===== src/rtl/bdl_pkg.sv =====
// Package: constants, types and register map of the diagnostic LED controller
// Functional notes
// - Fan fault lamp lit while fan faults
// - Memory lamp needs populated socket and error
// - Identify button press toggles solid lamp
// - Remote identify blinks 15 s or forever
// - Steady green only when healthy and ready
// - Degraded conditions blink green at 1 Hz
// - Spare migration degrades and lights memory lamp
// - Non-fatal alarms blink amber at 1 Hz
// - Fatal conditions give steady amber
// - Boot loader: degraded, identify blinks 3 Hz
// - Main image boot: degraded, identify solid
// - Controller self-test failure: amber, identify solid
// - Health lamp off without AC; power-down keeps state, but green goes dark and more severe states still show
// - Eight POST lamps, bit 7 most significant
package bdl_pkg;

   // ==========================================================
   // Register map (byte addresses)
   localparam logic [7:0] BDL_CTRL_OFS   = 8'h00; // Identify command, boot stage, power
   localparam logic [7:0] BDL_COND_OFS   = 8'h04; // Condition bits per severity
   localparam logic [7:0] BDL_MEMERR_OFS = 8'h08; // Per-socket memory error flags
   localparam logic [7:0] BDL_POST_OFS   = 8'h0C; // POST progress code
   localparam logic [7:0] BDL_STAT_OFS   = 8'h10; // Read-only lamp state

   // ==========================================================
   // Field positions
   localparam int BDL_CTRL_ID_CMD_LSB = 0;  // 2 bits: identify command
   localparam int BDL_CTRL_ID_GO      = 2;  // Write 1 to issue the command
   localparam int BDL_CTRL_STAGE_LSB  = 4;  // 2 bits: controller boot stage
   localparam int BDL_CTRL_MGMT_RDY   = 6;  // Manageability up
   localparam int BDL_CTRL_SYS_ON     = 7;  // Host DC power on
   localparam int BDL_COND_DEG_LSB    = 0;  // 8 bits degraded causes
   localparam int BDL_COND_NF_LSB     = 8;  // 8 bits non-fatal causes
   localparam int BDL_COND_FAT_LSB    = 16; // 8 bits fatal causes

   // ==========================================================
   // Sizes and timing
   localparam int  BDL_FANS       = 3;
   localparam int  BDL_SOCKETS    = 8;
   localparam int  BDL_POST_BITS  = 8;
   localparam longint BDL_CLK_HZ  = 100_000_000;
   localparam int  BDL_ID_TIMEOUT_S = 15;
   localparam int  BDL_SLOW_HZ    = 1;
   localparam int  BDL_FAST_HZ    = 3;
   localparam int  BDL_SLOW_HALF  = int'(BDL_CLK_HZ / (2 * BDL_SLOW_HZ));
   localparam int  BDL_FAST_HALF  = int'(BDL_CLK_HZ / (2 * BDL_FAST_HZ));
   localparam longint BDL_ID_CYCLES = BDL_CLK_HZ * BDL_ID_TIMEOUT_S;
   localparam logic [31:0] BDL_ZERO_WORD = 32'h0000_0000;

   // ==========================================================
   // Enumerations
   typedef enum logic [1:0] {
      BDL_ID_CMD_OFF,
      BDL_ID_CMD_TIMED,
      BDL_ID_CMD_FOREVER
   } bdl_id_cmd_t;

   typedef enum logic [1:0] {
      BDL_STAGE_RUN,
      BDL_STAGE_LOADER,
      BDL_STAGE_IMAGE,
      BDL_STAGE_SELFTEST_FAIL
   } bdl_stage_t;

   typedef enum {
      BDL_ID_OFF,
      BDL_ID_SOLID,
      BDL_ID_BLINK_TIMED,
      BDL_ID_BLINK_FOREVER
   } bdl_id_state_t;

   // Health lamp shown colour per severity
   typedef enum logic [2:0] {
      BDL_H_OFF,
      BDL_H_GREEN,
      BDL_H_GREEN_BLINK,
      BDL_H_AMBER_BLINK,
      BDL_H_AMBER
   } bdl_health_t;

   // Lamp drive bundle
   typedef struct packed {
      logic [BDL_POST_BITS-1:0] post;
      logic [BDL_SOCKETS-1:0]   mem_fault;
      logic [BDL_FANS-1:0]      fan_fault;
      logic                     ident;
      logic                     green;
      logic                     amber;
   } bdl_lamps_t;

   // APB request bundle
   typedef struct packed {
      logic        psel;
      logic        penable;
      logic        pwrite;
      logic [7:0]  paddr;
      logic [31:0] pwdata;
   } bdl_apb_req_t;

endpackage


===== src/rtl/bdl_led_ctrl.sv =====
// Diagnostic LED controller: fan, memory, identify, health and POST lamps
//
// Chosen here: the APB slave port and the address map.
`timescale 1ns/1ps
module bdl_led_ctrl
   import bdl_pkg::*;
#(
   parameter longint ID_CYCLES = BDL_ID_CYCLES
)
(
   input  wire logic                   clk,
   input  wire logic                   rst,
   input  wire bdl_apb_req_t           apb_req,
   output logic [31:0]                 prdata,
   output logic                        pready,
   output logic                        pslverr,
   input  wire logic [BDL_FANS-1:0]    fan_fault_in,
   input  wire logic [BDL_SOCKETS-1:0] socket_present,
   input  wire logic                   id_button,
   input  wire logic                   ac_present,
   output bdl_lamps_t                  lamps
);

   // ==========================================================
   // Bus decode
   logic       acc;
   logic       wr;
   logic [7:0] ctrl_q;
   logic [23:0] cond_q;
   logic [BDL_SOCKETS-1:0] memerr_q;
   logic [BDL_POST_BITS-1:0] post_q;
   logic       id_go;
   bdl_id_cmd_t id_cmd;
   bdl_stage_t stage;
   bdl_id_state_t id_q;
   bdl_health_t health_d;
   bdl_health_t health_q;
   logic       btn_q;
   logic [31:0] id_cnt_q;
   logic [31:0] slow_cnt_q;
   logic [31:0] fast_cnt_q;
   logic       slow_ph_q;
   logic       fast_ph_q;
   logic       sys_on_q;
   logic       ident_d;
   logic       btn_rise;
   logic       fatal_act;
   logic       nonfatal_act;
   logic       degraded_act;
   logic [31:0] stat_word;

   // Zero-wait slave: every access completes in its first access cycle
   assign acc     = apb_req.psel & apb_req.penable;
   assign wr      = acc & apb_req.pwrite;
   assign pready  = 1'b1;
   assign pslverr = acc & ~is_mapped(apb_req.paddr);

   // Address decode for the error path; the read mux decodes on its own
   function automatic logic is_mapped(input logic [7:0] a);
      return a == BDL_CTRL_OFS || a == BDL_COND_OFS || a == BDL_MEMERR_OFS
          || a == BDL_POST_OFS || a == BDL_STAT_OFS;
   endfunction

   // Write strobe for one register; strobe and address come in as arguments so that
   // a continuous assignment calling it still wakes up when they change
   function automatic logic wr_hit(input logic strobe, input logic [7:0] addr, input logic [7:0] a);
      return strobe && addr == a;
   endfunction

   // Rising edge of the button; holding it down toggles only once
   assign btn_rise = id_button & ~btn_q;
   assign id_go  = wr_hit(wr, apb_req.paddr, BDL_CTRL_OFS) && apb_req.pwdata[BDL_CTRL_ID_GO];
   assign id_cmd = bdl_id_cmd_t'(apb_req.pwdata[BDL_CTRL_ID_CMD_LSB +: 2]);
   assign stage  = bdl_stage_t'(ctrl_q[BDL_CTRL_STAGE_LSB +: 2]);

   // Group activity; the meaning of each cause bit is left to software
   assign fatal_act    = cond_q[BDL_COND_FAT_LSB +: 8] != 8'h00;
   assign nonfatal_act = cond_q[BDL_COND_NF_LSB +: 8] != 8'h00;
   assign degraded_act = cond_q[BDL_COND_DEG_LSB +: 8] != 8'h00;

   // Status word mirrors the lamp registers, so software reads what the board shows
   assign stat_word = {8'h00, lamps.post, lamps.mem_fault, 2'b00, lamps.fan_fault, lamps.ident,
                       lamps.green, lamps.amber};

   // ==========================================================
   // Software registers
   // Control word; go and command bits are strobes and are never stored
   always_ff @(posedge clk or posedge rst)
   begin
      if (rst)
         ctrl_q <= 8'h00;
      else if (wr_hit(wr, apb_req.paddr, BDL_CTRL_OFS))
         ctrl_q <= {apb_req.pwdata[7:4], 4'h0};
   end

   // Condition groups; hardware only ORs the bits of each group
   always_ff @(posedge clk or posedge rst)
   begin
      if (rst)
         cond_q <= 24'h000000;
      else if (wr_hit(wr, apb_req.paddr, BDL_COND_OFS))
         cond_q <= apb_req.pwdata[23:0];
   end

   // Memory error flags, one per socket
   always_ff @(posedge clk or posedge rst)
   begin
      if (rst)
         memerr_q <= 8'h00;
      else if (wr_hit(wr, apb_req.paddr, BDL_MEMERR_OFS))
         memerr_q <= apb_req.pwdata[BDL_SOCKETS-1:0];
   end

   // POST code holds the last value written until the next write
   always_ff @(posedge clk or posedge rst)
   begin
      if (rst)
         post_q <= 8'h00;
      else if (wr_hit(wr, apb_req.paddr, BDL_POST_OFS))
         post_q <= apb_req.pwdata[BDL_POST_BITS-1:0];
   end

   // Read mux; unmapped reads return zero
   always_comb
   begin
      prdata = BDL_ZERO_WORD;
      if (acc && !apb_req.pwrite)
      begin
         case (apb_req.paddr)
            BDL_CTRL_OFS:   prdata = {24'h000000, ctrl_q};
            BDL_COND_OFS:   prdata = {8'h00, cond_q};
            BDL_MEMERR_OFS: prdata = {24'h000000, memerr_q};
            BDL_POST_OFS:   prdata = {24'h000000, post_q};
            BDL_STAT_OFS:   prdata = stat_word;
            default:        prdata = BDL_ZERO_WORD;
         endcase
      end
   end

   // ==========================================================
   // Blink generators, 1 Hz and 3 Hz
   // Half periods are fixed constants, so a short simulation never sees a lamp blink on
   always_ff @(posedge clk or posedge rst)
   begin
      if (rst)
      begin
         slow_cnt_q <= 32'h0000_0000;
         slow_ph_q  <= 1'b0;
      end
      else if (slow_cnt_q == 32'(BDL_SLOW_HALF - 1))
      begin
         slow_cnt_q <= 32'h0000_0000;
         slow_ph_q  <= ~slow_ph_q;
      end
      else
         slow_cnt_q <= slow_cnt_q + 32'h0000_0001;
   end

   always_ff @(posedge clk or posedge rst)
   begin
      if (rst)
      begin
         fast_cnt_q <= 32'h0000_0000;
         fast_ph_q  <= 1'b0;
      end
      else if (fast_cnt_q == 32'(BDL_FAST_HALF - 1))
      begin
         fast_cnt_q <= 32'h0000_0000;
         fast_ph_q  <= ~fast_ph_q;
      end
      else
         fast_cnt_q <= fast_cnt_q + 32'h0000_0001;
   end

   // ==========================================================
   // Identify lamp state machine; button edge and remote commands
   // Button level of the previous cycle; resets to the released level so reset makes no false press
   always_ff @(posedge clk or posedge rst)
   begin
      if (rst)
         btn_q <= 1'b0;
      else
         btn_q <= id_button;
   end

   // A remote command issued in the same cycle as a press takes priority
   always_ff @(posedge clk or posedge rst)
   begin
      if (rst)
         id_q <= BDL_ID_OFF;
      else if (id_go)
      begin
         case (id_cmd)
            BDL_ID_CMD_TIMED:   id_q <= BDL_ID_BLINK_TIMED;
            BDL_ID_CMD_FOREVER: id_q <= BDL_ID_BLINK_FOREVER;
            default:            id_q <= BDL_ID_OFF;
         endcase
      end
      else if (btn_rise)
         id_q <= (id_q == BDL_ID_SOLID) ? BDL_ID_OFF : BDL_ID_SOLID;
      else
      begin
         case (id_q)
            BDL_ID_BLINK_TIMED:
            begin
               if (id_cnt_q == 32'(ID_CYCLES - 1))
                  id_q <= BDL_ID_OFF;
            end
            BDL_ID_OFF, BDL_ID_SOLID, BDL_ID_BLINK_FOREVER:
               id_q <= id_q;
            default:
               id_q <= BDL_ID_OFF;
         endcase
      end
   end

   // ==========================================================
   // Identify timeout
   // Cleared outside the timed state, so every timed command runs a full span
   always_ff @(posedge clk or posedge rst)
   begin
      if (rst)
         id_cnt_q <= 32'h0000_0000;
      else if (id_go || id_q != BDL_ID_BLINK_TIMED)
         id_cnt_q <= 32'h0000_0000;
      else
         id_cnt_q <= id_cnt_q + 32'h0000_0001;
   end

   // ==========================================================
   // Health severity selection, most severe first
   always_comb
   begin
      if (fatal_act || stage == BDL_STAGE_SELFTEST_FAIL)
         health_d = BDL_H_AMBER;
      else if (nonfatal_act)
         health_d = BDL_H_AMBER_BLINK;
      else if (degraded_act || stage != BDL_STAGE_RUN || !ctrl_q[BDL_CTRL_MGMT_RDY])
         health_d = BDL_H_GREEN_BLINK;
      else
         health_d = BDL_H_GREEN;
   end

   // Track host power to freeze state across power-down
   always_ff @(posedge clk or posedge rst)
   begin
      if (rst)
         sys_on_q <= 1'b0;
      else
         sys_on_q <= ctrl_q[BDL_CTRL_SYS_ON];
   end

   // While host is off the prior state is held, except green goes dark and more severe states still show
   always_ff @(posedge clk or posedge rst)
   begin
      if (rst)
         health_q <= BDL_H_OFF;
      else if (!ac_present)
         health_q <= BDL_H_OFF;
      else if (!ctrl_q[BDL_CTRL_SYS_ON])
      begin
         if (sys_on_q && health_q == BDL_H_GREEN)
            health_q <= BDL_H_OFF;
         else if (health_d > health_q && health_d != BDL_H_GREEN)
            health_q <= health_d; // New faults still show in standby; green stays dark
      end
      else
         health_q <= health_d;
   end

   // ==========================================================
   // Lamp level helpers
   // Level of a lamp that is either steady on or blinking with the given phase
   function automatic logic lamp_level(input logic steady, input logic blinking, input logic phase);
      return steady || (blinking && phase);
   endfunction

   // Boot stages override the identify lamp so a stuck controller stays visible
   always_comb
   begin
      case (stage)
         BDL_STAGE_LOADER:        ident_d = fast_ph_q;
         BDL_STAGE_IMAGE:         ident_d = 1'b1;
         BDL_STAGE_SELFTEST_FAIL: ident_d = 1'b1;
         default:
            ident_d = lamp_level(id_q == BDL_ID_SOLID,
                                 id_q == BDL_ID_BLINK_TIMED || id_q == BDL_ID_BLINK_FOREVER, slow_ph_q);
      endcase
   end

   // ==========================================================
   // Lamp outputs, all registered
   always_ff @(posedge clk or posedge rst)
   begin
      if (rst)
         lamps <= '0;
      else
      begin
         lamps.fan_fault <= fan_fault_in;
         lamps.mem_fault <= socket_present & memerr_q;
         lamps.post      <= post_q;
         lamps.green     <= lamp_level(health_q == BDL_H_GREEN, health_q == BDL_H_GREEN_BLINK, slow_ph_q);
         lamps.amber     <= lamp_level(health_q == BDL_H_AMBER, health_q == BDL_H_AMBER_BLINK, slow_ph_q);
         lamps.ident     <= ident_d;
      end
   end

endmodule


===== config.mk =====
export PLATFORM = sky130hd
export DESIGN_NAME = bdl_led_ctrl
export DESIGN_NICKNAME = d
export VERILOG_FILES = /design/src/rtl/bdl_pkg.sv /design/src/rtl/bdl_led_ctrl.sv
export SDC_FILE = /design/constraint.sdc
export NUM_CORES = 1
export LEC_CHECK = 0
export ABC_CLOCK_PERIOD_IN_PS = 11100
export BUFFER_PORTS_ARGS = -buffer_cell sky130_fd_sc_hd__buf_2
export CELL_PAD_IN_SITES_DETAIL_PLACEMENT = 2
export CELL_PAD_IN_SITES_GLOBAL_PLACEMENT = 2
export CORE_MARGIN = 10
export CORE_UTILIZATION = 40
export CTS_BUF_LIST = sky130_fd_sc_hd__clkbuf_8
export CTS_CLUSTER_SIZE = 10
export DETAILED_ROUTE_END_ITERATION = 7
export PLACE_DENSITY_LB_ADDON = 0.1
export SLEW_MARGIN = 20
export SYNTH_ARGS = -nofsm -noshare
export SYNTH_HDL_FRONTEND = slang
export SYNTH_SLANG_ARGS = --single-unit
export TNS_END_PERCENT = 5

===== constraint.sdc =====
create_clock -name clk -period 11.1 [get_ports clk]
set_input_delay 0.555 -clock clk [delete_from_list [all_inputs] [get_ports clk]]
set_output_delay 0.555 -clock clk [all_outputs]
set_load 0.005 [all_outputs]

=== Yosys cells after proc, flatten, opt, wreduce, memory -nomap -nowiden ===
Index checks and enable logic that the tools add are counted.

* Register bits after elaboration: 201
* Input port bits: 58
* Output and inout bits: 56
* Word-level logic and storage cells: 112

* $add $sub $neg: 3
* Magnitude comparators: 1
* Equal/unequal tests: 27
* Multiplexer cells: 19
* Bitwise logic cells: 9
* Reductions and logical operators: 34

{| class="wikitable"
|+ Operators by type and width
! operator !! number
|-
| 32-bit 2-to-1 mux || 6
|-
| 24-bit case mux with 5 select lines || 1
|-
| 32-bit by 1-bit adder with 32-bit output, second input constant || 3
|-
| 32-bit by 2-bit equality test with 1-bit output, second input constant || 3
|-
| 32-bit by 3-bit equality test with 1-bit output, second input constant || 2
|-
| 32-bit case mux with 2 select lines || 1
|-
| 32-bit by 1-bit equality test with 1-bit output, second input constant || 1
|-
| 32-bit by 24-bit equality test with 1-bit output, second input constant || 1
|-
| 32-bit by 26-bit equality test with 1-bit output, second input constant || 1
|-
| 32-bit by 31-bit equality test with 1-bit output, second input constant || 1
|-
| 32-bit zero test || 1
|-
| 32-bit by 3-bit inequality test with 1-bit output, second input constant || 1
|-
| 24-bit 2-to-1 mux || 1
|-
| 8-bit nonzero test || 3
|-
| 8-bit by 4-bit equality test with 1-bit output, second input constant || 2
|-
| 3-bit 2-to-1 mux || 5
|-
| 1-bit logical OR || 12
|-
| 1-bit logical AND || 11
|-
| 8-bit bitwise AND || 1
|-
| 8-bit by 3-bit equality test with 1-bit output, second input constant || 1
|-
| 8-bit by 5-bit equality test with 1-bit output, second input constant || 1
|-
| 8-bit zero test || 1
|-
| 2-bit equality test, second input constant || 3
|-
| 3-bit by 2-bit equality test with 1-bit output, second input constant || 2
|-
| 19 further kinds || 28
|}

=== Depth between registers and ports, before layout ===
* Depth after elaboration: 12
* Depth in mapped cells: 10
* Gate-level depth less buffers: 10

=== Worst setup path before layout ===
OpenSTA, ideal clock, no wires.

* Path kind: in2out
* Start point: input apb_req[33] (netlist name)
* End point: output prdata[13]
* Arrival time: 2031 ps
* Required time: 10545 ps
* Slack: 8514 ps
* Cell stages on the path: 7
* Path through: or4_4 -> nor3_4 -> and2_1 -> buf_4 -> buf_2 -> a22oi_1 -> nor2_1

* Longest elaborated chain between the ends: 3
* Elaborated cells on any way between the ends: 7
* Classes of those cells: eq/ne (4); mux (2); reduce/logical (1)

{| class="wikitable"
|+ Ends and longest elaborated chain
! what !! line !! text
|-
| from (decl) || bdl_led_ctrl.sv:13 || <nowiki>input wire bdl_apb_req_t apb_req,</nowiki>
|-
| 8-bit by 5-bit equality test with 1-bit output, or another cell as far along || bdl_led_ctrl.sv:129 || <nowiki>case (apb_req.paddr)</nowiki>
|-
| 24-bit case mux with 5 select lines (*) || bdl_led_ctrl.sv:129 ||
|-
| 24-bit 2-to-1 mux (*) || bdl_led_ctrl.sv:127 || <nowiki>if (acc && !apb_req.pwrite)</nowiki>
|-
| to (decl) || bdl_led_ctrl.sv:14 || <nowiki>output logic [31:0] prdata,</nowiki>
|}

Every way passes the cells marked *; elsewhere a longest branch is shown, timed or not.

=== Worst setup path in the final report ===
* Start point: input apb_req[33] (netlist name)
* End point: output prdata[6]

The elaborated chain is that of the path after synthesis.

==> flow_metrics.tcl <==
set metrics [dict create \
    fin_setup_tns_ns 0 \
    yosysSeqAreaShare 0.527 \
    die-area_sq_um 26400 \
    wl_per_cell_um 20.2 \
    r2r_slack_ns 7.93 \
    cp.arrival_ns 2.85 \
    antenna_found_initial 0 \
    path_common_cell "buf_2" \
    worst_ep_required_time_ns 10.55 \
    ios 114 \
    crit_fanout 24 \
    gp_congestion 0.770 \
    irDropWorstVdd_mv 0.0728 \
    grt-ovfl-total 0 \
    diodes 0 \
    power_density_nw_per_um2 125 \
    end_kind "primary output" \
    syn_avg_cell_area_sq_um 10.9 \
    cts_buffer_depth 2 \
    start_util 0.404 \
    hold_ws_ns 0.194 \
    grt_usage 0.175 \
    final_util 0.460 \
    io_buffers 96 \
    route.vias.total 6029 \
    max_cap_violations 0 \
    top_layer "met4" \
    synthTopCellsByArea "dfrtp_1 53%, nor2_1 5.6%, xor2_1 5.0%" \
    maxSlewHeadroom 0.331 \
    path_cells "buf_2 > or4_4 > nor2_1 > nand3_1 > nor3b_1 > buf_2" \
    ant_nets 0 \
    dieHeight_um 162 \
    fin_skew_ns 0.0135 \
    drive_gt1_frac 0.224 \
    worstMarginPinSlew_ns 0.998 \
    die_x_um 162 \
    synth-edff-count 0 \
    hold_class "primary input to register" \
    async_reset_ff_frac 1.00 \
    cts.sinks 171 \
    cts.htree.levels 4 \
    grt_pass1_wl_mm 37.2 \
    area_growth_pct 13.9 \
    cts_made_buffers 17 \
    drt-initial-drc-count 313 \
    postCtsSetupBuffers 0 \
    dpl.hpwl_mm 16.3 \
    fp-row-count 52 \
    yosysWarnings 0 \
    ys_ff_latch 171 \
    timing.fmax_ghz 0.293 \
    crit_slowest_cell "nand3_1" \
    viasPerCell 5.35 \
    path_class "primary input to primary output" \
    critPathMaxStageDelay_ns 0.73 \
    nNetsFinal 909 \
    finalCritPeriodShare 0.307 \
    setup-violations-final 0 \
    hold_buffers 0 \
    drc 0 \
    cts.clk_slew.worst_paths_ns 0.09 \
    synth_cells 748 \
    hold_violations 0 \
    ys.flop_type "dfrtp_1" \
    fin_ws_ns 7.69 \
    synth_top_area_frac 0.527 \
    rsz0062_at_grt "no" \
    dp_slack_ns 7.70 \
    grt_pass1_vias 6772 \
    wl_met3_um 823 \
    yosysTopAreaCell "dfrtp_1" \
    clock_latency_ns 0.46 \
    core_area_sq_um 20100 \
    grt_max_degree 104 \
    wl_met1_mm 10.0 \
    wirelength_mm 22.7 \
    status "complete, no violations" \
    cts_resized 0 \
    power.leakage_nw 4.35 \
    clk_root_buffer_cell "clkbuf_8" \
    post-route-min-period_ns 3.41 \
    drv_slew 0 \
    drt-pass1-iter-count 5 \
    ys_types 51 \
    cp-start-kind "primary input" \
    cts_tree "yes" \
    syn_area_sq_um 8120 \
    wl_met2_mm 11.6 \
]
cell type report:
| type | instances | area [sq um] |
|---|---|---|
| clock buffer | 23 | 317 |
| timing repair buffer | 100 | 510 |
| sequential | 171 | 4280 |
| tap | 270 | 338 |
| clock inverter | 9 | 93.8 |
| multi-input combinational | 534 | 3630 |
| fill | 2087 | 10900 |
| inverter | 19 | 76.3 |
through the flow:
stage               area, sq um  total power [mW]  cells
finish                     9250              1.16   1126
global route               9250              1.20   1126
CTS                        9250              1.17   1126
detailed placement         8840             0.715   1094
global placement           8830             0.710   1094
floorplan                  8150             0.687    755
metal layers:
metal / vias to the layer above / GRT usage
li1: 2778 / -
met4: 0 / 0.0529
met3: 17 / 0.0369
met5: - / 0
met2: 101 / 0.300
met1: 3133 / 0.216
critical path, delay by kind of cell:
| family | cells | cell delay, ns |
|---|---|---|
| buffers and inverters | 2 | 0.29 |
| and+or+nand+nor | 4 | 2.01 |
state kept, by name, summed over array words and instances, names as in the netlist, 2 cells and up:
signal      cells
fast_cnt_q     32
id_cnt_q       32
slow_cnt_q     32
cond_q         24
lamps          22
memerr_q        8
post_q          8
ctrl_q          4
health_q        3
id_q            2
synthesized netlist by cell type (all sizes together), types with 3 or more instances:
cell	instances
clkbuf	12
and4	5
nand4	24
mux4	4
inv	19
o21ai	5
nor4b	6
nor4	20
and2	10
nor2b	6
xnor2	45
nor2	121
nand2b	4
nor3b	3
a222oi	4
dfrtp	171
or4	3
and3	15
buf	19
nor3	20
a22oi	18
a22o	4
nand2	35
mux2	46
xor2	46
ha	8
nand3	54
layout by cell type (no fill, tap or decap), drive strengths merged, types with 3 or more instances in the layout:
master  netlist  layout
a222oi        4       4
a22o          4       4
a22oi        18      18
and2         10      10
and3         15      15
and4          5       5
buf          19     100
clkbuf       12      23
clkinv        0       3
conb          2       9
dfrtp       171     171
ha            8       8
inv          19      22
mux2         46      46
mux4          4       4
nand2        35      35
nand2b        4       4
nand3        54      54
nand4        24      24
nor2        121     121
nor2b         6       6
nor3         20      20
nor3b         3       3
nor4         20      20
nor4b         6       6
o21ai         5       5
or4           3       3
xnor2        45      45
xor2         46      46
cell families after synthesis:
| family | Yosys count | share of synthesized area |
|---|---|---|
| AO/OA/AOI/OAI | 43 | 0.0397 |
| other | 2 | 0.000925 |
| XOR/XNOR | 91 | 0.0981 |
| flip-flops | 171 | 0.527 |
| AND/OR/NAND/NOR | 332 | 0.206 |
| adder cells (fa/ha/maj) | 8 | 0.0123 |
| buffers and inverters | 50 | 0.0307 |
| multiplexers | 51 | 0.0853 |
worst paths after layout:
| kind | startpoint | cells past startpoint | to |
|---|---|---|---|
| max | apb_req[33] | 6 | prdata[6] |
| min | fan_fault_in[1] | 1 | lamps[4]$_DFF_PP0_ |
| max reg2reg | cond_q[11]$_DFFE_PP0P_ | 10 | health_q[1]$_DFFE_PP0P_ |
| min reg2reg | post_q[4]$_DFFE_PP0P_ | 0 | lamps[18]$_DFF_PP0_ |
| max in group asynchronous | rst | 3 | cond_q[18]$_DFFE_PP0P_ |
| min in group asynchronous | rst | 2 | slow_cnt_q[15]$_DFF_PP0_ |
power by group:
group	total, mW	internal, mW	switching (mW)	leakage, nW
clock	0.453	0.233	0.220	0.221
combinational	0.0639	0.0251	0.0388	1.79
sequential	0.639	0.630	0.00928	2.34
total	1.16	0.888	0.268	4.35
Power figures use the tool's default switching activity.
